<file path="src/ursf_pkg.sv">
// constants shared by the receive status and queue block
package ursf_pkg;
  // register byte offsets
  localparam logic [7:0] A_CMD  = 8'h00;
  localparam logic [7:0] A_MR1  = 8'h04;
  localparam logic [7:0] A_MR2  = 8'h08;
  localparam logic [7:0] A_SR   = 8'h0C;
  localparam logic [7:0] A_RXD  = 8'h10;
  localparam logic [7:0] A_ISR  = 8'h14;
  localparam logic [7:0] A_BID  = 8'h18;
  // command_reg write-one pulses
  localparam int C_RST_ERR  = 0;
  localparam int C_RST_RX   = 1;
  localparam int C_ON_PUSH  = 2;
  localparam int C_ON_READ  = 3;
  // first_mode_reg fields
  localparam int M1_BLOCK   = 0;
  localparam int M1_RX_EN   = 1;
  localparam int M1_PAR_EN  = 2;
  localparam int M1_PAR_ODD = 3;
  localparam int M1_SPECIAL = 4;
  localparam logic [4:0] MR1_RST = 5'h00;
  // second_mode_reg threshold field
  localparam int M2_THR_LO  = 2;
  localparam logic [1:0] MR2_RST = 2'h0;
  // channel_status_reg / interrupt_status_reg bits, and the valid bit of the bid register
  localparam int SR_READY = 0;
  localparam int SR_FULL  = 1;
  localparam int SR_OVR   = 4;
  localparam int SR_ERR_LO = 5;
  localparam int IS_BID   = 0;
  localparam int IS_COB   = 2;
  localparam int BID_V    = 4;
  // queue entry layout: {break, framing, parity, data}
  localparam int Q_WIDTH = 11;
  localparam int Q_DEPTH = 16;
  localparam int E_BRK = 10;
  localparam int E_FE  = 9;
  localparam int E_PE  = 8;
  // fill levels for the bid threshold
  localparam logic [4:0] THR_ONE  = 5'h01;
  localparam logic [4:0] THR_HALF = 5'h08;
  localparam logic [4:0] THR_TQ   = 5'h0C;
  localparam logic [4:0] THR_FULL = 5'h10;
  // 16x bit timing
  localparam logic [3:0] T_START_OK = 4'h7;
  localparam logic [3:0] T_BIT_LAST = 4'hF;
  localparam logic [3:0] N_DATA     = 4'h8;
  typedef enum logic [2:0] {S_IDLE, S_START, S_DATA, S_PAR, S_STOP, S_BRK} ursf_state_t;
endpackage

</file>
<file path="src/ursf_q_if.sv">
// interface between the receiver logic and its queue
`timescale 1ns/1ps
`default_nettype none
interface ursf_q_if;
  logic                        push_valid;
  logic [ursf_pkg::Q_WIDTH-1:0] push_data;
  logic                        push_ready;
  logic                        pop;
  logic                        flush;
  logic [ursf_pkg::Q_WIDTH-1:0] head;
  logic                        head_valid;
  logic [4:0]                  count;
  modport owner (output push_valid, push_data, pop, flush,
                 input push_ready, head, head_valid, count);
  modport queue (input push_valid, push_data, pop, flush,
                 output push_ready, head, head_valid, count);
endinterface
`default_nettype wire

</file>
<file path="src/ursf_top.sv">
// receive side of one serial channel: error detection, queue, status, APB
`timescale 1ns/1ps
`default_nettype none
module ursf_top #(
  parameter int BAUD16_DIV = 27
) (
  // clock, reset, freeze
  input  wire logic        pclk,
  input  wire logic        presetn,
  input  wire logic        ce,
  // APB slave
  input  wire logic        psel,
  input  wire logic        penable,
  input  wire logic        pwrite,
  input  wire logic [7:0]  paddr,
  input  wire logic [31:0] pwdata,
  output logic [31:0]      prdata,
  output logic             pready,
  output logic             pslverr,
  // serial line
  input  wire logic        rxd,
  // bid to the arbiter
  output logic             bid_valid,
  output logic [3:0]       bid_level
);
  generate
    if (BAUD16_DIV < 1)
    begin : g_chk
      $error("ursf_top: BAUD16_DIV must be at least 1");
    end
  endgenerate

  ursf_q_if qi ();
  ursf_queue u_queue (.pclk(pclk), .presetn(presetn), .ce(ce), .q(qi));

  ursf_pkg::ursf_state_t state_ff;
  logic [15:0] div_ff;
  logic        tick;
  logic [3:0]  cnt_ff;
  logic [3:0]  nbit_ff;
  logic [7:0]  shift_ff;
  logic        par_ff;
  logic        hi_seen_ff;
  logic [10:0] hold_ff;
  logic        hold_v_ff;
  logic        ovr_ff;
  logic        cob_ff;
  logic [2:0]  latch_ff;
  logic        on_push_ff;
  logic [4:0]  mr1_ff;
  logic [1:0]  mr2_ff;
  logic [31:0] prdata_ff;
  logic        pslverr_ff;
  logic        center;
  logic        rx_act;
  logic        done;
  logic        brk_now;
  logic        brk_end;
  logic        start_ok;
  logic        fe_now;
  logic        pe_now;
  logic        wr_acc;
  logic        rd_acc;
  logic        cmd_clr_err;
  logic        cmd_rst_rx;
  logic        push_fire;
  logic        pop_fire;
  logic [2:0]  err_set;
  logic [2:0]  err_rep;
  logic [4:0]  thr;

  // address decode shared by read and write paths
  function automatic logic addr_ok(input logic [7:0] a);
    addr_ok = (a == ursf_pkg::A_CMD) || (a == ursf_pkg::A_MR1) || (a == ursf_pkg::A_MR2)
           || (a == ursf_pkg::A_SR) || (a == ursf_pkg::A_RXD) || (a == ursf_pkg::A_ISR)
           || (a == ursf_pkg::A_BID);
  endfunction

  ////////////////////////////////////////////////////////////////////////////
  // APB strobes; an access completes in its first access cycle with ce high
  assign pready      = ce;
  assign prdata      = prdata_ff;
  assign pslverr     = pslverr_ff;
  assign wr_acc      = psel & penable & pwrite & ce;
  assign rd_acc      = psel & penable & ~pwrite & ce;
  assign cmd_clr_err = wr_acc && paddr == ursf_pkg::A_CMD && pwdata[ursf_pkg::C_RST_ERR];
  assign cmd_rst_rx  = wr_acc && paddr == ursf_pkg::A_CMD && pwdata[ursf_pkg::C_RST_RX];
  assign pop_fire    = rd_acc && paddr == ursf_pkg::A_RXD && qi.head_valid;
  assign push_fire   = hold_v_ff & qi.push_ready;

  // mode registers and latch-collection selection
  always_ff @(posedge pclk or negedge presetn)
  begin
    if (!presetn)
    begin
      mr1_ff     <= ursf_pkg::MR1_RST;
      mr2_ff     <= ursf_pkg::MR2_RST;
      on_push_ff <= 1'b0;
    end
    else if (wr_acc)
    begin
      if (paddr == ursf_pkg::A_MR1)
        mr1_ff <= pwdata[4:0];
      if (paddr == ursf_pkg::A_MR2)
        mr2_ff <= pwdata[ursf_pkg::M2_THR_LO +: 2];
      if (paddr == ursf_pkg::A_CMD && pwdata[ursf_pkg::C_ON_PUSH])
        on_push_ff <= 1'b1;
      else if (paddr == ursf_pkg::A_CMD && pwdata[ursf_pkg::C_ON_READ])
        on_push_ff <= 1'b0;
    end
  end

  ////////////////////////////////////////////////////////////////////////////
  // error reporting: head flags or sticky block latches
  assign err_rep = mr1_ff[ursf_pkg::M1_BLOCK] ? latch_ff
                 : (qi.head_valid ? qi.head[ursf_pkg::E_BRK:ursf_pkg::E_PE]
                 : 3'h0);
  assign err_set = !mr1_ff[ursf_pkg::M1_BLOCK] ? 3'h0
                 : on_push_ff ? (push_fire ? hold_ff[10:8] : 3'h0)
                 : (pop_fire ? qi.head[10:8] : 3'h0);

  // block latches; a flag arriving with the clear still sets
  always_ff @(posedge pclk or negedge presetn)
  begin
    if (!presetn)
      latch_ff <= 3'h0;
    else if (ce)
      latch_ff <= ((cmd_clr_err | cmd_rst_rx) ? 3'h0 : latch_ff) | err_set;
  end

  // read data and error answer captured in the setup cycle
  always_ff @(posedge pclk or negedge presetn)
  begin
    if (!presetn)
    begin
      prdata_ff  <= 32'h0000_0000;
      pslverr_ff <= 1'b0;
    end
    else if (ce && psel && !penable)
    begin
      pslverr_ff <= !addr_ok(paddr) || (!pwrite && paddr == ursf_pkg::A_CMD);
      prdata_ff  <= 32'h0000_0000;
      if (!pwrite)
      begin
        case (paddr)
          ursf_pkg::A_MR1: prdata_ff[4:0] <= mr1_ff;
          ursf_pkg::A_MR2: prdata_ff[ursf_pkg::M2_THR_LO +: 2] <= mr2_ff;
          ursf_pkg::A_SR:
          begin
            prdata_ff[ursf_pkg::SR_READY]      <= qi.head_valid;
            prdata_ff[ursf_pkg::SR_FULL]       <= ~qi.push_ready;
            prdata_ff[ursf_pkg::SR_OVR]        <= ovr_ff;
            prdata_ff[ursf_pkg::SR_ERR_LO +: 3] <= err_rep;
          end
          ursf_pkg::A_RXD: prdata_ff[7:0] <= qi.head_valid ? qi.head[7:0] : 8'h00;
          ursf_pkg::A_ISR:
          begin
            prdata_ff[ursf_pkg::IS_BID] <= bid_valid;
            prdata_ff[ursf_pkg::IS_COB] <= cob_ff;
          end
          ursf_pkg::A_BID: prdata_ff[4:0] <= {bid_valid, bid_level};
          default: prdata_ff <= 32'h0000_0000;
        endcase
      end
    end
  end

  ////////////////////////////////////////////////////////////////////////////
  // 16x sample tick from the system clock
  assign tick = (div_ff == 16'h0000);
  always_ff @(posedge pclk or negedge presetn)
  begin
    if (!presetn)
      div_ff <= 16'h0000;
    else if (ce)
      div_ff <= tick ? 16'(BAUD16_DIV - 1) : div_ff - 16'h0001;
  end

  // receiver condition terms
  assign rx_act   = mr1_ff[ursf_pkg::M1_RX_EN] | mr1_ff[ursf_pkg::M1_SPECIAL];
  assign center   = tick && cnt_ff == ursf_pkg::T_BIT_LAST;
  assign start_ok = tick && state_ff == ursf_pkg::S_START && !rxd
                 && cnt_ff == ursf_pkg::T_START_OK;
  assign done     = center && state_ff == ursf_pkg::S_STOP;
  assign brk_now  = done && shift_ff == 8'h00 && !rxd
                 && !(mr1_ff[ursf_pkg::M1_PAR_EN] && par_ff);
  assign fe_now   = !rxd && shift_ff != 8'h00;
  assign pe_now   = mr1_ff[ursf_pkg::M1_PAR_EN]
                 && ((^shift_ff) ^ mr1_ff[ursf_pkg::M1_PAR_ODD]) != par_ff;
  assign brk_end  = center && state_ff == ursf_pkg::S_BRK && rxd && hi_seen_ff;

  // receive state machine, bit counters and shifter
  always_ff @(posedge pclk or negedge presetn)
  begin
    if (!presetn)
    begin
      state_ff   <= ursf_pkg::S_IDLE;
      cnt_ff     <= 4'h0;
      nbit_ff    <= 4'h0;
      shift_ff   <= 8'h00;
      par_ff     <= 1'b0;
      hi_seen_ff <= 1'b0;
    end
    else if (ce)
    begin
      if (cmd_rst_rx || !rx_act)
        state_ff <= ursf_pkg::S_IDLE;
      else if (tick)
      begin
        cnt_ff <= cnt_ff + 4'h1;
        case (state_ff)
          ursf_pkg::S_IDLE:
            if (!rxd)
            begin
              state_ff <= ursf_pkg::S_START;
              cnt_ff   <= 4'h0;
            end
          ursf_pkg::S_START:
            if (rxd)
              state_ff <= ursf_pkg::S_IDLE;
            else if (start_ok)
            begin
              state_ff <= ursf_pkg::S_DATA;
              cnt_ff   <= 4'h0;
              nbit_ff  <= 4'h0;
            end
          ursf_pkg::S_DATA:
            if (center)
            begin
              shift_ff <= {rxd, shift_ff[7:1]};
              nbit_ff  <= nbit_ff + 4'h1;
              if (nbit_ff == ursf_pkg::N_DATA - 4'h1)
                state_ff <= mr1_ff[ursf_pkg::M1_PAR_EN] ? ursf_pkg::S_PAR : ursf_pkg::S_STOP;
            end
          ursf_pkg::S_PAR:
            if (center)
            begin
              par_ff   <= rxd;
              state_ff <= ursf_pkg::S_STOP;
            end
          ursf_pkg::S_STOP:
            if (center)
            begin
              state_ff   <= brk_now ? ursf_pkg::S_BRK : ursf_pkg::S_IDLE;
              hi_seen_ff <= 1'b0;
            end
          ursf_pkg::S_BRK:
            if (center)
            begin
              hi_seen_ff <= rxd;
              if (brk_end)
                state_ff <= ursf_pkg::S_IDLE;
            end
          default: state_ff <= ursf_pkg::S_IDLE;
        endcase
      end
    end
  end

  ////////////////////////////////////////////////////////////////////////////
  // shift-register holder in front of the queue
  assign qi.push_valid = hold_v_ff;
  assign qi.push_data  = hold_ff;
  assign qi.pop        = pop_fire;
  assign qi.flush      = cmd_rst_rx;
  always_ff @(posedge pclk or negedge presetn)
  begin
    if (!presetn)
    begin
      hold_ff   <= 11'h000;
      hold_v_ff <= 1'b0;
    end
    else if (ce)
    begin
      if (cmd_rst_rx)
        hold_v_ff <= 1'b0;
      else if (done)
      begin
        // a full queue leaves the character waiting here
        // a newer one simply overwrites it
        hold_ff   <= brk_now ? {3'b100, 8'h00} : {1'b0, fe_now, pe_now, shift_ff};
        hold_v_ff <= 1'b1;
      end
      else if (push_fire)
        hold_v_ff <= 1'b0;
    end
  end

  // overrun and change-of-break flags; set wins over clear
  always_ff @(posedge pclk or negedge presetn)
  begin
    if (!presetn)
    begin
      ovr_ff <= 1'b0;
      cob_ff <= 1'b0;
    end
    else if (ce)
    begin
      ovr_ff <= ((cmd_clr_err | cmd_rst_rx) ? 1'b0 : ovr_ff)
              | (start_ok & hold_v_ff & ~qi.push_ready);
      cob_ff <= ((wr_acc && paddr == ursf_pkg::A_ISR && pwdata[ursf_pkg::IS_COB]) ? 1'b0 : cob_ff)
              | brk_now | brk_end;
    end
  end

  // fill-level bid with threshold and enable gating
  always_comb
  begin
    case (mr2_ff)
      2'h0: thr = ursf_pkg::THR_ONE;
      2'h1: thr = ursf_pkg::THR_HALF;
      2'h2: thr = ursf_pkg::THR_TQ;
      default: thr = ursf_pkg::THR_FULL;
    endcase
  end
  assign bid_valid = rx_act && qi.count >= thr;
  assign bid_level = 4'(qi.count - 5'h01);
endmodule
`default_nettype wire

</file>
<file path="src/ursf_queue.sv">
// receive queue: entries of data plus status, first in first out
`timescale 1ns/1ps
`default_nettype none
module ursf_queue #(
  parameter int DEPTH = ursf_pkg::Q_DEPTH,
  parameter int WIDTH = ursf_pkg::Q_WIDTH
) (
  // clock and reset
  input  wire logic pclk,
  input  wire logic presetn,
  input  wire logic ce,
  // owner side
  ursf_q_if.queue   q
);
  localparam int AW = $clog2(DEPTH);

  generate
    if (DEPTH != 16 || WIDTH != 11)
    begin : g_chk
      $error("ursf_queue: depth 16 and width 11 only");
    end
  endgenerate

  logic [WIDTH-1:0] mem [DEPTH];
  logic [AW-1:0]    wr_ff;
  logic [AW-1:0]    rd_ff;
  logic [4:0]       cnt_ff;
  logic             do_push;
  logic             do_pop;

  ////////////////////////////////////////////////////////////////////////////
  // handshake terms
  assign q.push_ready = (cnt_ff != ursf_pkg::THR_FULL);
  assign q.head_valid = (cnt_ff != 5'h00);
  assign q.head       = mem[rd_ff];
  assign q.count      = cnt_ff;
  assign do_push      = q.push_valid & q.push_ready;
  assign do_pop       = q.pop & q.head_valid;

  // storage array, written only on an accepted push
  always_ff @(posedge pclk)
  begin
    if (ce && do_push && !q.flush)
    begin
      mem[wr_ff] <= q.push_data;
    end
  end

  // pointers and fill count
  always_ff @(posedge pclk or negedge presetn)
  begin
    if (!presetn)
    begin
      wr_ff  <= '0;
      rd_ff  <= '0;
      cnt_ff <= 5'h00;
    end
    else if (ce)
    begin
      if (q.flush)
      begin
        wr_ff  <= '0;
        rd_ff  <= '0;
        cnt_ff <= 5'h00;
      end
      else
      begin
        if (do_push)
          wr_ff <= wr_ff + 1'b1;
        if (do_pop)
          rd_ff <= rd_ff + 1'b1;
        cnt_ff <= cnt_ff + {4'h0, do_push} - {4'h0, do_pop};
      end
    end
  end
endmodule
`default_nettype wire

</file>
<file path="config.mk">
export PLATFORM = sky130hd
export DESIGN_NAME = ursf_top
export DESIGN_NICKNAME = d
export VERILOG_FILES = /design/src/ursf_pkg.sv /design/src/ursf_q_if.sv /design/src/ursf_top.sv /design/src/ursf_queue.sv
export SDC_FILE = /design/constraint.sdc
export NUM_CORES = 1
export LEC_CHECK = 0
export ABC_AREA = 0
export BUFFER_PORTS_ARGS = -buffer_cell sky130_fd_sc_hd__buf_2
export CORE_AREA = 2 2 151 153
export CTS_BUF_LIST = sky130_fd_sc_hd__clkbuf_16
export DETAILED_ROUTE_END_ITERATION = 12
export DIE_AREA = 0 0 153 155
export PLACE_DENSITY = 0.75
export SLEW_MARGIN = 20
export SYNTH_ARGS = -nofsm -noshare
export SYNTH_HDL_FRONTEND = slang
export SYNTH_SLANG_ARGS = --single-unit
</file>
<file path="constraint.sdc">
create_clock -name pclk -period 3.51 [get_ports pclk]
set_clock_uncertainty 0.05 [all_clocks]
set_input_delay 0.5265 -clock pclk [delete_from_list [all_inputs] [get_ports pclk]]
set_output_delay 0.5265 -clock pclk [all_outputs]
set_load 0.02 [all_outputs]
</file>
Yosys cells after proc, flatten, opt, wreduce, memory -nomap -nowiden

Memories as Yosys holds them, arrays and structs flattened.
Cells that the tools add are included.

Bits in registers: 108
Bits in latches: 0
Bits in writable memories: 176
Memory bits (read-only): 0
Input port bits: 47
Output and inout bits: 39
Word-level logic and storage cells: 210
Memories kept: 1

Memory list:

| name        | words | bits a word | read ports | clocked after Yosys merged registers in | wr ports | RTL line         | source |
|---|---|---|---|---|---|---|---|
| u_queue.mem | 16    | 11          | 1          | 0                                       | 1        | ursf_queue.sv:24 | `logic [WIDTH-1:0] mem [DEPTH];` |

Add/sub/neg operators: 8
Multipliers: 0
Divide/modulo/power cells: 0
$lt $le $gt $ge: 1
Equal/unequal tests: 31
Shift operators: 0
Multiplexer cells: 57
Bitwise gates (word level): 20
Reductions and logical operators: 72

Operators with widths:

| cell                  | number |
|---|---|
| $mux 3                | 20 |
| $mux 4                | 10 |
| $logic_and 1x1->1     | 29 |
| $eq 8x5->1 const B    | 3 |
| $pmux 3 s6            | 1 |
| $add 4x1->4 const B   | 4 |
| $eq 8x4->1 const B    | 2 |
| $logic_not 16->1      | 1 |
| $logic_not 8->1       | 2 |
| $mux 16               | 1 |
| $mux 8                | 2 |
| $pmux 4 s2            | 2 |
| $sub 16x1->16 const B | 1 |
| $pmux 5 s3            | 1 |
| $ne 3x3->1 const B    | 4 |
| $pmux 1 s4            | 3 |
| $reduce_and 2->1      | 6 |
| $reduce_bool 2->1     | 6 |
| $mux 1                | 11 |
| $mux 11               | 1 |
| $ne 2x2->1 const B    | 5 |
| $pmux 1 s5            | 2 |
| $reduce_and 10->1     | 1 |
| $reduce_and 5->1      | 2 |
| other kinds (35)      | 69 |

Longest topological paths before layout

Gate-level depths: netlist (run 1).

Depth after elaboration: 11
Gate-level depth with buffers: 14
Gate-level depth less buffers: 14

Cells and area by module

A second synthesis (run 1) with hierarchy kept.

Cells, all modules: 900
Area total of the unflattened synthesis: 11937.7 um^2

Modules (own cells, without submodules):

| module     | times used | cells an instance | area an instance (um^2) | seq. area each (um^2) |
|---|---|---|---|---|
| ursf_queue | 1          | 441               | 7753.7                  | 5610.4 |
| ursf_top   | 1          | 459               | 4184.0                  | 1776.7 |

Worst setup path before layout (run 1)

No wires, ideal clock.

Path kind: in2reg
Start point: input port paddr[4]
End point: register u_queue.cnt_ff[4] (netlist: u_queue.q.count[4])
Arrival: 2.899 ns
Required time: 3.382 ns
Slack: 0.483 ns
Cell stages on the path: 13
Buffers on the path: 1
Path through: clkbuf_1 nor3b_1 nand4_1 nor3_2 ha_1 inv_1 ha_1 fa_1 nand2b_1 a21oi_1 o21a_1 o31ai_1 o2bb2ai_1

Cells in the longest elaborated chain, start to end: 6
Elaborated cells between the ends (all ways): 9
Those cells by class: add/sub (1); eq/ne (1); mux (1); bitwise (1); reduce/logical (5)

RTL lines:

| element                        | RTL line         | source |
|---|---|---|
| from (decl)                    | ursf_top.sv:15   | `input wire logic [7:0] paddr,` |
| $eq 8x5->1                     | ursf_top.sv:88   | `assign pop_fire = rd_acc && paddr == ursf_pkg::A_RXD && qi.head_valid;` |
| $logic_and 1x1->1 (2 in a row) | ursf_top.sv:88   |  |
| $and 1x1->1                    | ursf_queue.sv:38 | `assign do_pop = q.pop & q.head_valid;` |
| $sub 5x1->5                    | ursf_queue.sv:72 | `cnt_ff <= cnt_ff + {4'h0, do_push} - {4'h0, do_pop};` |
| $mux 5 (*)                     | ursf_queue.sv:60 | `if (q.flush)` |
| to (signal assigned)           | ursf_queue.sv:72 |  |
| to (decl)                      | ursf_queue.sv:27 | `logic [4:0] cnt_ff;` |

Every way passes the cells marked *; elsewhere a longest branch is shown, timed or not.
A chain may end at the register's enable or synchronous reset.

Final worst setup path (run 1)

Start point: register u_queue.cnt_ff[2] (netlist: u_queue.q.count[2])
End point: register u_queue.cnt_ff[4] (netlist: u_queue.q.count[4])

Cells in the longest elaborated chain, start to end: 5
Elaborated cells between the ends (all ways): 8
Those cells by class: add/sub (2); eq/ne (1); mux (1); bitwise (2); reduce/logical (2)

RTL lines:

| element                                                 | RTL line |
|---|---|
| $ne 5x5->1 / $reduce_bool 5->1 (equally long branches)  | ursf_queue.sv:33, ursf_queue.sv:34 |
| $and 1x1->1 / $logic_and 1x1->1 (equally long branches) | ursf_queue.sv:37, ursf_top.sv:88 |
| $add 5x1->5 / $and 1x1->1 (equally long branches)       | ursf_queue.sv:72, ursf_queue.sv:38 |
| $sub 5x1->5 (*)                                         | ursf_queue.sv:72 |
| $mux 5 (*)                                              | ursf_queue.sv:60 |

Marks and branches as above.

==> flow_metrics.env, run 1 <==
export IMPL_synthFlopType="edfxtp_1"
export IMPL_crit_buf_inv=2
export IMPL_synth_area_leaders="edfxtp_1 (44%), dfrtp_1 (18%), mux4_2 (8.3%), ha_1 (3.1%), nand2_1 (2.0%)"
export IMPL_clkLatencyLatePin_ns=0.55
export IMPL_cp_max_fo=5
export IMPL_yosysTopAreaCell="edfxtp_1"
export IMPL_drc=0
export IMPL_drive_gt1_share_pct=19.33
export IMPL_fin_area_um2=13310
export IMPL_worst_pin_slew_ns=1.076
export IMPL_fin_crit_ns=3.244
export IMPL_ctsHtreeMaxLevel=1
export IMPL_holdBufCountCts=0
export IMPL_final_nets=989
export IMPL_start_kind="flip-flop"
export IMPL_slowest_stage="dfrtp_1"
export IMPL_track_usage_pct=22.49
export IMPL_cts_max_path_buffers=3
export IMPL_failed_checks="negative hold slack"
export IMPL_row_count=55
export IMPL_wl_mm=26.55
export IMPL_areaGrowthSynthToFinish_pct=11.51
export IMPL_synth_edf_count=176
export IMPL_hold_violations=13
export IMPL_rsz0062_at_grt="no"
export IMPL_crit_top_cell="ha_1"
export IMPL_dpl_hpwl_mm=17.31
export IMPL_cts_setup_buffers=0
export IMPL_seq_power_share_pct=50.7
export IMPL_cts_buffers=26
export IMPL_drt_pass1_iterations=5
export IMPL_avgViaCountPerCell=5.987
export IMPL_syn_inst=857
export IMPL_grt_pass1_wl_mm=41.31
export IMPL_drtIter0Drc=708
export IMPL_grt_busiest_layer="met2"
export IMPL_drv_cap=0
export IMPL_antenna_found_initial=1
export IMPL_critPathKind="flip-flop to flip-flop"
export IMPL_worst_ep_arrival_time_ns=3.67
export IMPL_setup_viol=0
export IMPL_cts_tree="built"
export IMPL_use_met3_pct=2.981
export IMPL_clkTransAtPathRegs_ns=0.07
export IMPL_timing_fmax_mhz=308.3
export IMPL_io_buffers=34
export IMPL_postPlaceCellArea_um2=12460
export IMPL_syn_area_um2=11930
export IMPL_mostFrequentLayoutCells="edfxtp_1 (176), dfrtp_1 (82), nand2_1 (65)"
export IMPL_power_leakage_uw=0.005474
export IMPL_cts_resized=0
export IMPL_coreArea_um2=22230
export IMPL_hold_class="input port to asynchronous set/reset pin"
export IMPL_grt_overflow_total=0
export IMPL_end_kind="flip-flop"
export IMPL_crit_required_ns=3.93
export IMPL_power_frac_clock_pct=39.4
export IMPL_cts_sinks=260
export IMPL_initial_utilization_pct=53.69
export IMPL_switching_share_pct=24.76
export IMPL_critPathMaxStageDelay_ns=0.43
export IMPL_comb_power_share_pct=9.9
export IMPL_gp_congestion=0.8820
export IMPL_power_internal_uw=5198
export IMPL_die_w_um=153
export IMPL_ys_types=67
export IMPL_wire_per_inst_um=21.82
export IMPL_grt_pass1_vias=7320
export IMPL_synth_async_sr_flop_share_pct=32.31
export IMPL_maxSlewHeadroom_pct=28.24
export IMPL_avgSynthCellArea_um2=13.93
export IMPL_ys_seq_area_share_pct=61.90
export IMPL_ant_nets=0
export IMPL_finalCritPeriodShare_pct=92.41
export IMPL_tns_ns=0
export IMPL_grt_use_met1_pct=30.81
export IMPL_synth_seq_cells=260
export IMPL_die_area_um2=23720
export IMPL_final_common_cell="edfxtp_1"
export IMPL_p_sw_uw=1710
export IMPL_synth_top_cell_area_share_pct=44.29
export IMPL_grt_max_degree=85
export IMPL_pin_count=86
export IMPL_slew_viol_final=0
export IMPL_status="finished, violations left"
export IMPL_ir_worst_vdd_mv=0.3683
export IMPL_hold_slack_ns=-0.02643
export IMPL_cts_root_buf="clkbuf_16"
export IMPL_vias=7286
export IMPL_use_met2_pct=37.88
export IMPL_crit_family="adder cells"
export IMPL_cp_cell_sequence="inv_1, ha_1, nand3b_1, nand4_1, nor3_2, ha_1, inv_1, ha_1, fa_1, nand2b_1, a21oi_1, o21a_1, o31ai_1, o2bb2ai_1"
export IMPL_powerDensity_nw_per_um2=519.1
export IMPL_yosysWarningCount=0
export IMPL_die_h_um=155
-- final timing paths --
kind	start	end	slack [ns]	depth (start not counted)
worst min-delay path	presetn	u_queue.q.count[2]$_DFFE_PN0P_	-0.03	1
max in group asynchronous	presetn	shift_ff[2]$_DFFE_PN0P_	2.85	1
worst max register to register	u_queue.q.count[2]$_DFFE_PN0P_	u_queue.q.count[4]$_DFFE_PN0P_	0.27	14
worst max-delay path	u_queue.q.count[2]$_DFFE_PN0P_	u_queue.q.count[4]$_DFFE_PN0P_	0.27	14
worst min register to register	ovr_ff$_DFFE_PN0P_	ovr_ff$_DFFE_PN0P_	0.43	2
min in group pclk	pwdata[0]	mr1_ff[0]$_DFFE_PN0P_	0.19	2
-- through the flow --
step | setup slack (ns) | utilization (%) | total power (µW) | std cells
4_1_cts | 0.3161 | 59.84 | 6938 | 1216
2_1_floorplan | 0.4827 | - | 4051 | 880
3_3_place_gp | 0.3969 | 56.04 | 4213 | 1168
3_5_place_dp | 0.2968 | 56.04 | 4232 | 1168
5_1_grt | 0.06260 | 59.86 | 7164 | 1216
6_report | 0.2665 | 59.87 | 6909 | 1217
-- synth_stat cells (7+ instances only) --
| cell type | n |
|---|---|
| edfxtp_1 | 176 |
| dfrtp_1 | 84 |
| nand2_1 | 65 |
| nor2_1 | 54 |
| mux4_2 | 44 |
| o21ai_0 | 42 |
| inv_1 | 33 |
| ha_1 | 30 |
| nand3_1 | 28 |
| buf_4 | 26 |
| clkbuf_1 | 25 |
| mux2i_1 | 18 |
| nor3_1 | 17 |
| a21oi_1 | 16 |
| mux2_2 | 14 |
| nand2b_1 | 11 |
| nand4_1 | 11 |
| xor2_1 | 11 |
| a22oi_1 | 10 |
| o211ai_1 | 10 |
| xnor2_1 | 10 |
| and3_1 | 8 |
| buf_2 | 8 |
| nor3b_1 | 8 |
| a22o_1 | 7 |
-- metal layers --
| metal | wire (µm) | vias up |
|---|---|---|
| li1 | - | 3305 |
| met2 | 13060 | 289 |
| met1 | 11060 | 3650 |
| met5 | 0 | - |
| met4 | 841 | 0 |
| met3 | 1585 | 42 |
-- kinds of logic after synthesis --
group           after synthesis  synth area share, %
flops                       260                61.90
simple gates                248                10.91
compound gates              125                7.213
buf+inv                      95                3.953
mux                          76                11.13
fa+ha+maj                    31                3.313
xor+xnor                     21                1.541
other cells                   1              0.03142
-- registers in the layout (all words and copies together) (netlist names), 3 cells and up --
name,flops
cnt_ff,4
div_ff,16
hold_ff,11
latch_ff,3
mr1_ff,5
nbit_ff,4
prdata,8
shift_ff,8
state_ff,3
u_queue.mem,176
u_queue.q.count,5
u_queue.rd_ff,4
u_queue.wr_ff,4
-- power groups by stage --
stage               Clock (µW)  Combinational (µW)  Sequential [µW]
floorplan                    0                 520             3530
global placement             0                 658             3560
detailed placement           0                 672             3560
CTS                       2760                 683             3500
global route              2870                 772             3520
finish                    2720                 685             3500
-- area by class of cell --
class                           count  area [µm²]
Fill cell                        1676        8920
Sequential cell                   260        7390
Multi-Input combinational cell    525        4169
Clock buffer                       26       650.6
Timing Repair Buffer               65       421.7
Tap cell                          285       356.6
Clock inverter                     22       193.9
Inverter                           33       123.9
Antenna cell                        1       2.502
(Power assumes the default switching activity.)
==> inputs of run 2 (changes only) <==
Settings changed: PLACE_DENSITY 0.75 to 0.73.
==> run 2 against run 1 <==
  * The run still ends with negative hold slack left
  * Highest routed layer unchanged
  * Final area up 0.50%
  * Worst setup slack lost 0.011 ns
  * Clock-buffer cell count grew 1
  * Sequential share of layout area decreased by 0.28 points
  * First-iteration DRC count grew 12%
  * Largest power group unchanged
==> flow_metrics.env, run 2 (synthesized netlist as in run 1, its figures left out) <==
export IMPL_cts_max_path_buffers=3
export IMPL_start_kind="flip-flop"
export IMPL_cts_root_buf="clkbuf_16"
export IMPL_failed_checks="negative hold slack"
export IMPL_coreArea_um2=22230
export IMPL_hold_violations=7
export IMPL_pre_cts_ws_ns=0.3372
export IMPL_worst_pin_slew_ns=1.110
export IMPL_cts_sinks=260
export IMPL_cts_setup_buffers=0
export IMPL_fill_cells=1672
export IMPL_gp_congestion=0.9547
export IMPL_clkTransAtPathRegs_ns=0.07
export IMPL_ctsHtreeMaxLevel=1
export IMPL_maxSlewHeadroom_pct=26.02
export IMPL_drive_gt1_share_pct=19.59
export IMPL_grt_overflow_total=0
export IMPL_die_h_um=155
export IMPL_status="finished, violations left"
export IMPL_rsz0062_at_grt="no"
export IMPL_crit_required_ns=3.91
export IMPL_post_route_util_pct=60.17
export IMPL_antenna_found_initial=0
export IMPL_use_met3_pct=2.897
export IMPL_cts_resized=0
export IMPL_drt_pass1_iterations=5
export IMPL_grt_use_met1_pct=32.01
export IMPL_holdBufCountCts=0
export IMPL_seqCellArea_um2=7390
export IMPL_final_common_cell="edfxtp_1"
export IMPL_drc=0
export IMPL_track_usage_pct=21.86
export IMPL_timing_fmax_mhz=307.3
export IMPL_finalCritPeriodShare_pct=92.72
export IMPL_place_inst=1171
export IMPL_initial_utilization_pct=53.69
export IMPL_slew_viol_final=0
export IMPL_setup_viol=0
export IMPL_biggestRegsByFlops="u_queue.mem (176), div_ff (16), hold_ff (11)"
export IMPL_die_w_um=153
export IMPL_hold_slack_ns=-0.01858
export IMPL_powerDensity_nw_per_um2=530.6
export IMPL_grt_pass1_vias=7251
export IMPL_grt_pass1_wl_mm=40.61
export IMPL_tns_ns=0
export IMPL_clkLatencyLatePin_ns=0.52
export IMPL_end_kind="flip-flop"
export IMPL_grt_busiest_layer="met2"
export IMPL_diodes=0
export IMPL_regMostFlops="u_queue.mem"
export IMPL_wl_mm=25.68
export IMPL_hold_class="input port to asynchronous set/reset pin"
export IMPL_row_count=55
export IMPL_vias=7297
export IMPL_fin_crit_ns=3.255
export IMPL_wire_per_inst_um=21.06
export IMPL_power_leakage_uw=0.005526
export IMPL_final_nets=992
export IMPL_multi_input_area_um2=4169
export IMPL_mostFrequentLayoutCells="edfxtp_1 (176), dfrtp_1 (82), nand2_1 (65)"
export IMPL_die_area_um2=23720
export IMPL_pin_count=86
export IMPL_drv_cap=0
export IMPL_dpl_hpwl_mm=17.18
export IMPL_grt_max_degree=55
export IMPL_cp_max_fo=7
export IMPL_worst_ep_arrival_time_ns=3.65
export IMPL_ant_nets=0
export IMPL_cts_tree="built"
export IMPL_critPathKind="flip-flop to flip-flop"
export IMPL_areaGrowthSynthToFinish_pct=12.07
export IMPL_drtIter0Drc=791
export IMPL_stdcell_count=1219
export IMPL_io_buffers=34
export IMPL_use_met2_pct=35.21
export IMPL_largest_register_ffs=176
export IMPL_timing_final_ws_setup_ns=0.2555
export IMPL_ir_worst_vdd_mv=0.3840
export IMPL_cts_buffers=26
export IMPL_avgViaCountPerCell=5.986
[run 2: layer usage]
layer  wire length [µm]  vias to the layer above  part of all wire [%]
li1                   -                     3321                     -
met1              11290                     3670                    44
met2              12130                      253                    47
met3               1642                       53                   6.4
met4                610                        0                   2.4
met5                  0                        -                     0
[run 2: worst max-delay path, stage by stage (launching register included)]
cell	delay, ns
dfrtp_1	0.40
inv_1	0.22
ha_1	0.24
nand3b_1	0.21
nand4_1	0.29
nor3_2	0.09
ha_1	0.28
inv_1	0.04
ha_1	0.21
fa_1	0.38
nand2b_1	0.11
a21oi_1	0.10
o21a_1	0.19
o31ai_1	0.22
o2bb2ai_1	0.13
[run 2: final timing paths]
path	startpoint	end	slack [ns]	depth (start not counted)
setup reg to reg	u_queue.q.count[1]$_DFFE_PN0P_	u_queue.q.count[4]$_DFFE_PN0P_	0.26	14
min in group pclk	pwdata[4]	mr1_ff[4]$_DFFE_PN0P_	0.18	2
hold / removal	presetn	prdata[4]$_DFFE_PN0P_	-0.02	1
hold reg to reg	pslverr$_DFFE_PN0P_	pslverr$_DFFE_PN0P_	0.43	2
max in group asynchronous	presetn	div_ff[3]$_DFFE_PN0P_	2.67	2
setup / recovery	u_queue.q.count[1]$_DFFE_PN0P_	u_queue.q.count[4]$_DFFE_PN0P_	0.26	14
[run 2: cell type report]
cell class	count	area share, %
multi-input cells	525	31.17
clock inverters	21	1.731
inverters	33	0.9262
well taps	285	2.666
repair buffers	68	3.200
clock buffers	27	5.052
flip-flops and latches	260	55.25
[run 2: stage by stage]
stage	area [µm²]	power, µW	hold slack, ns
after CTS	13370	7138	0.02095
after global placement	12470	4219	0.4085
after global routing	13370	7363	0.05227
after detailed placement	12470	4239	0.4155
after floorplan	12020	4051	0.1809
final	13370	7096	-0.01858
[run 2: power by group]
group	internal, µW	leakage [µW]	switching, µW	total, µW
clock	1760	0.000455	1150	2910
sequential	3350	0.00313	155	3500
combinational	278	0.00194	405	683
total	5390	0.00553	1710	7100
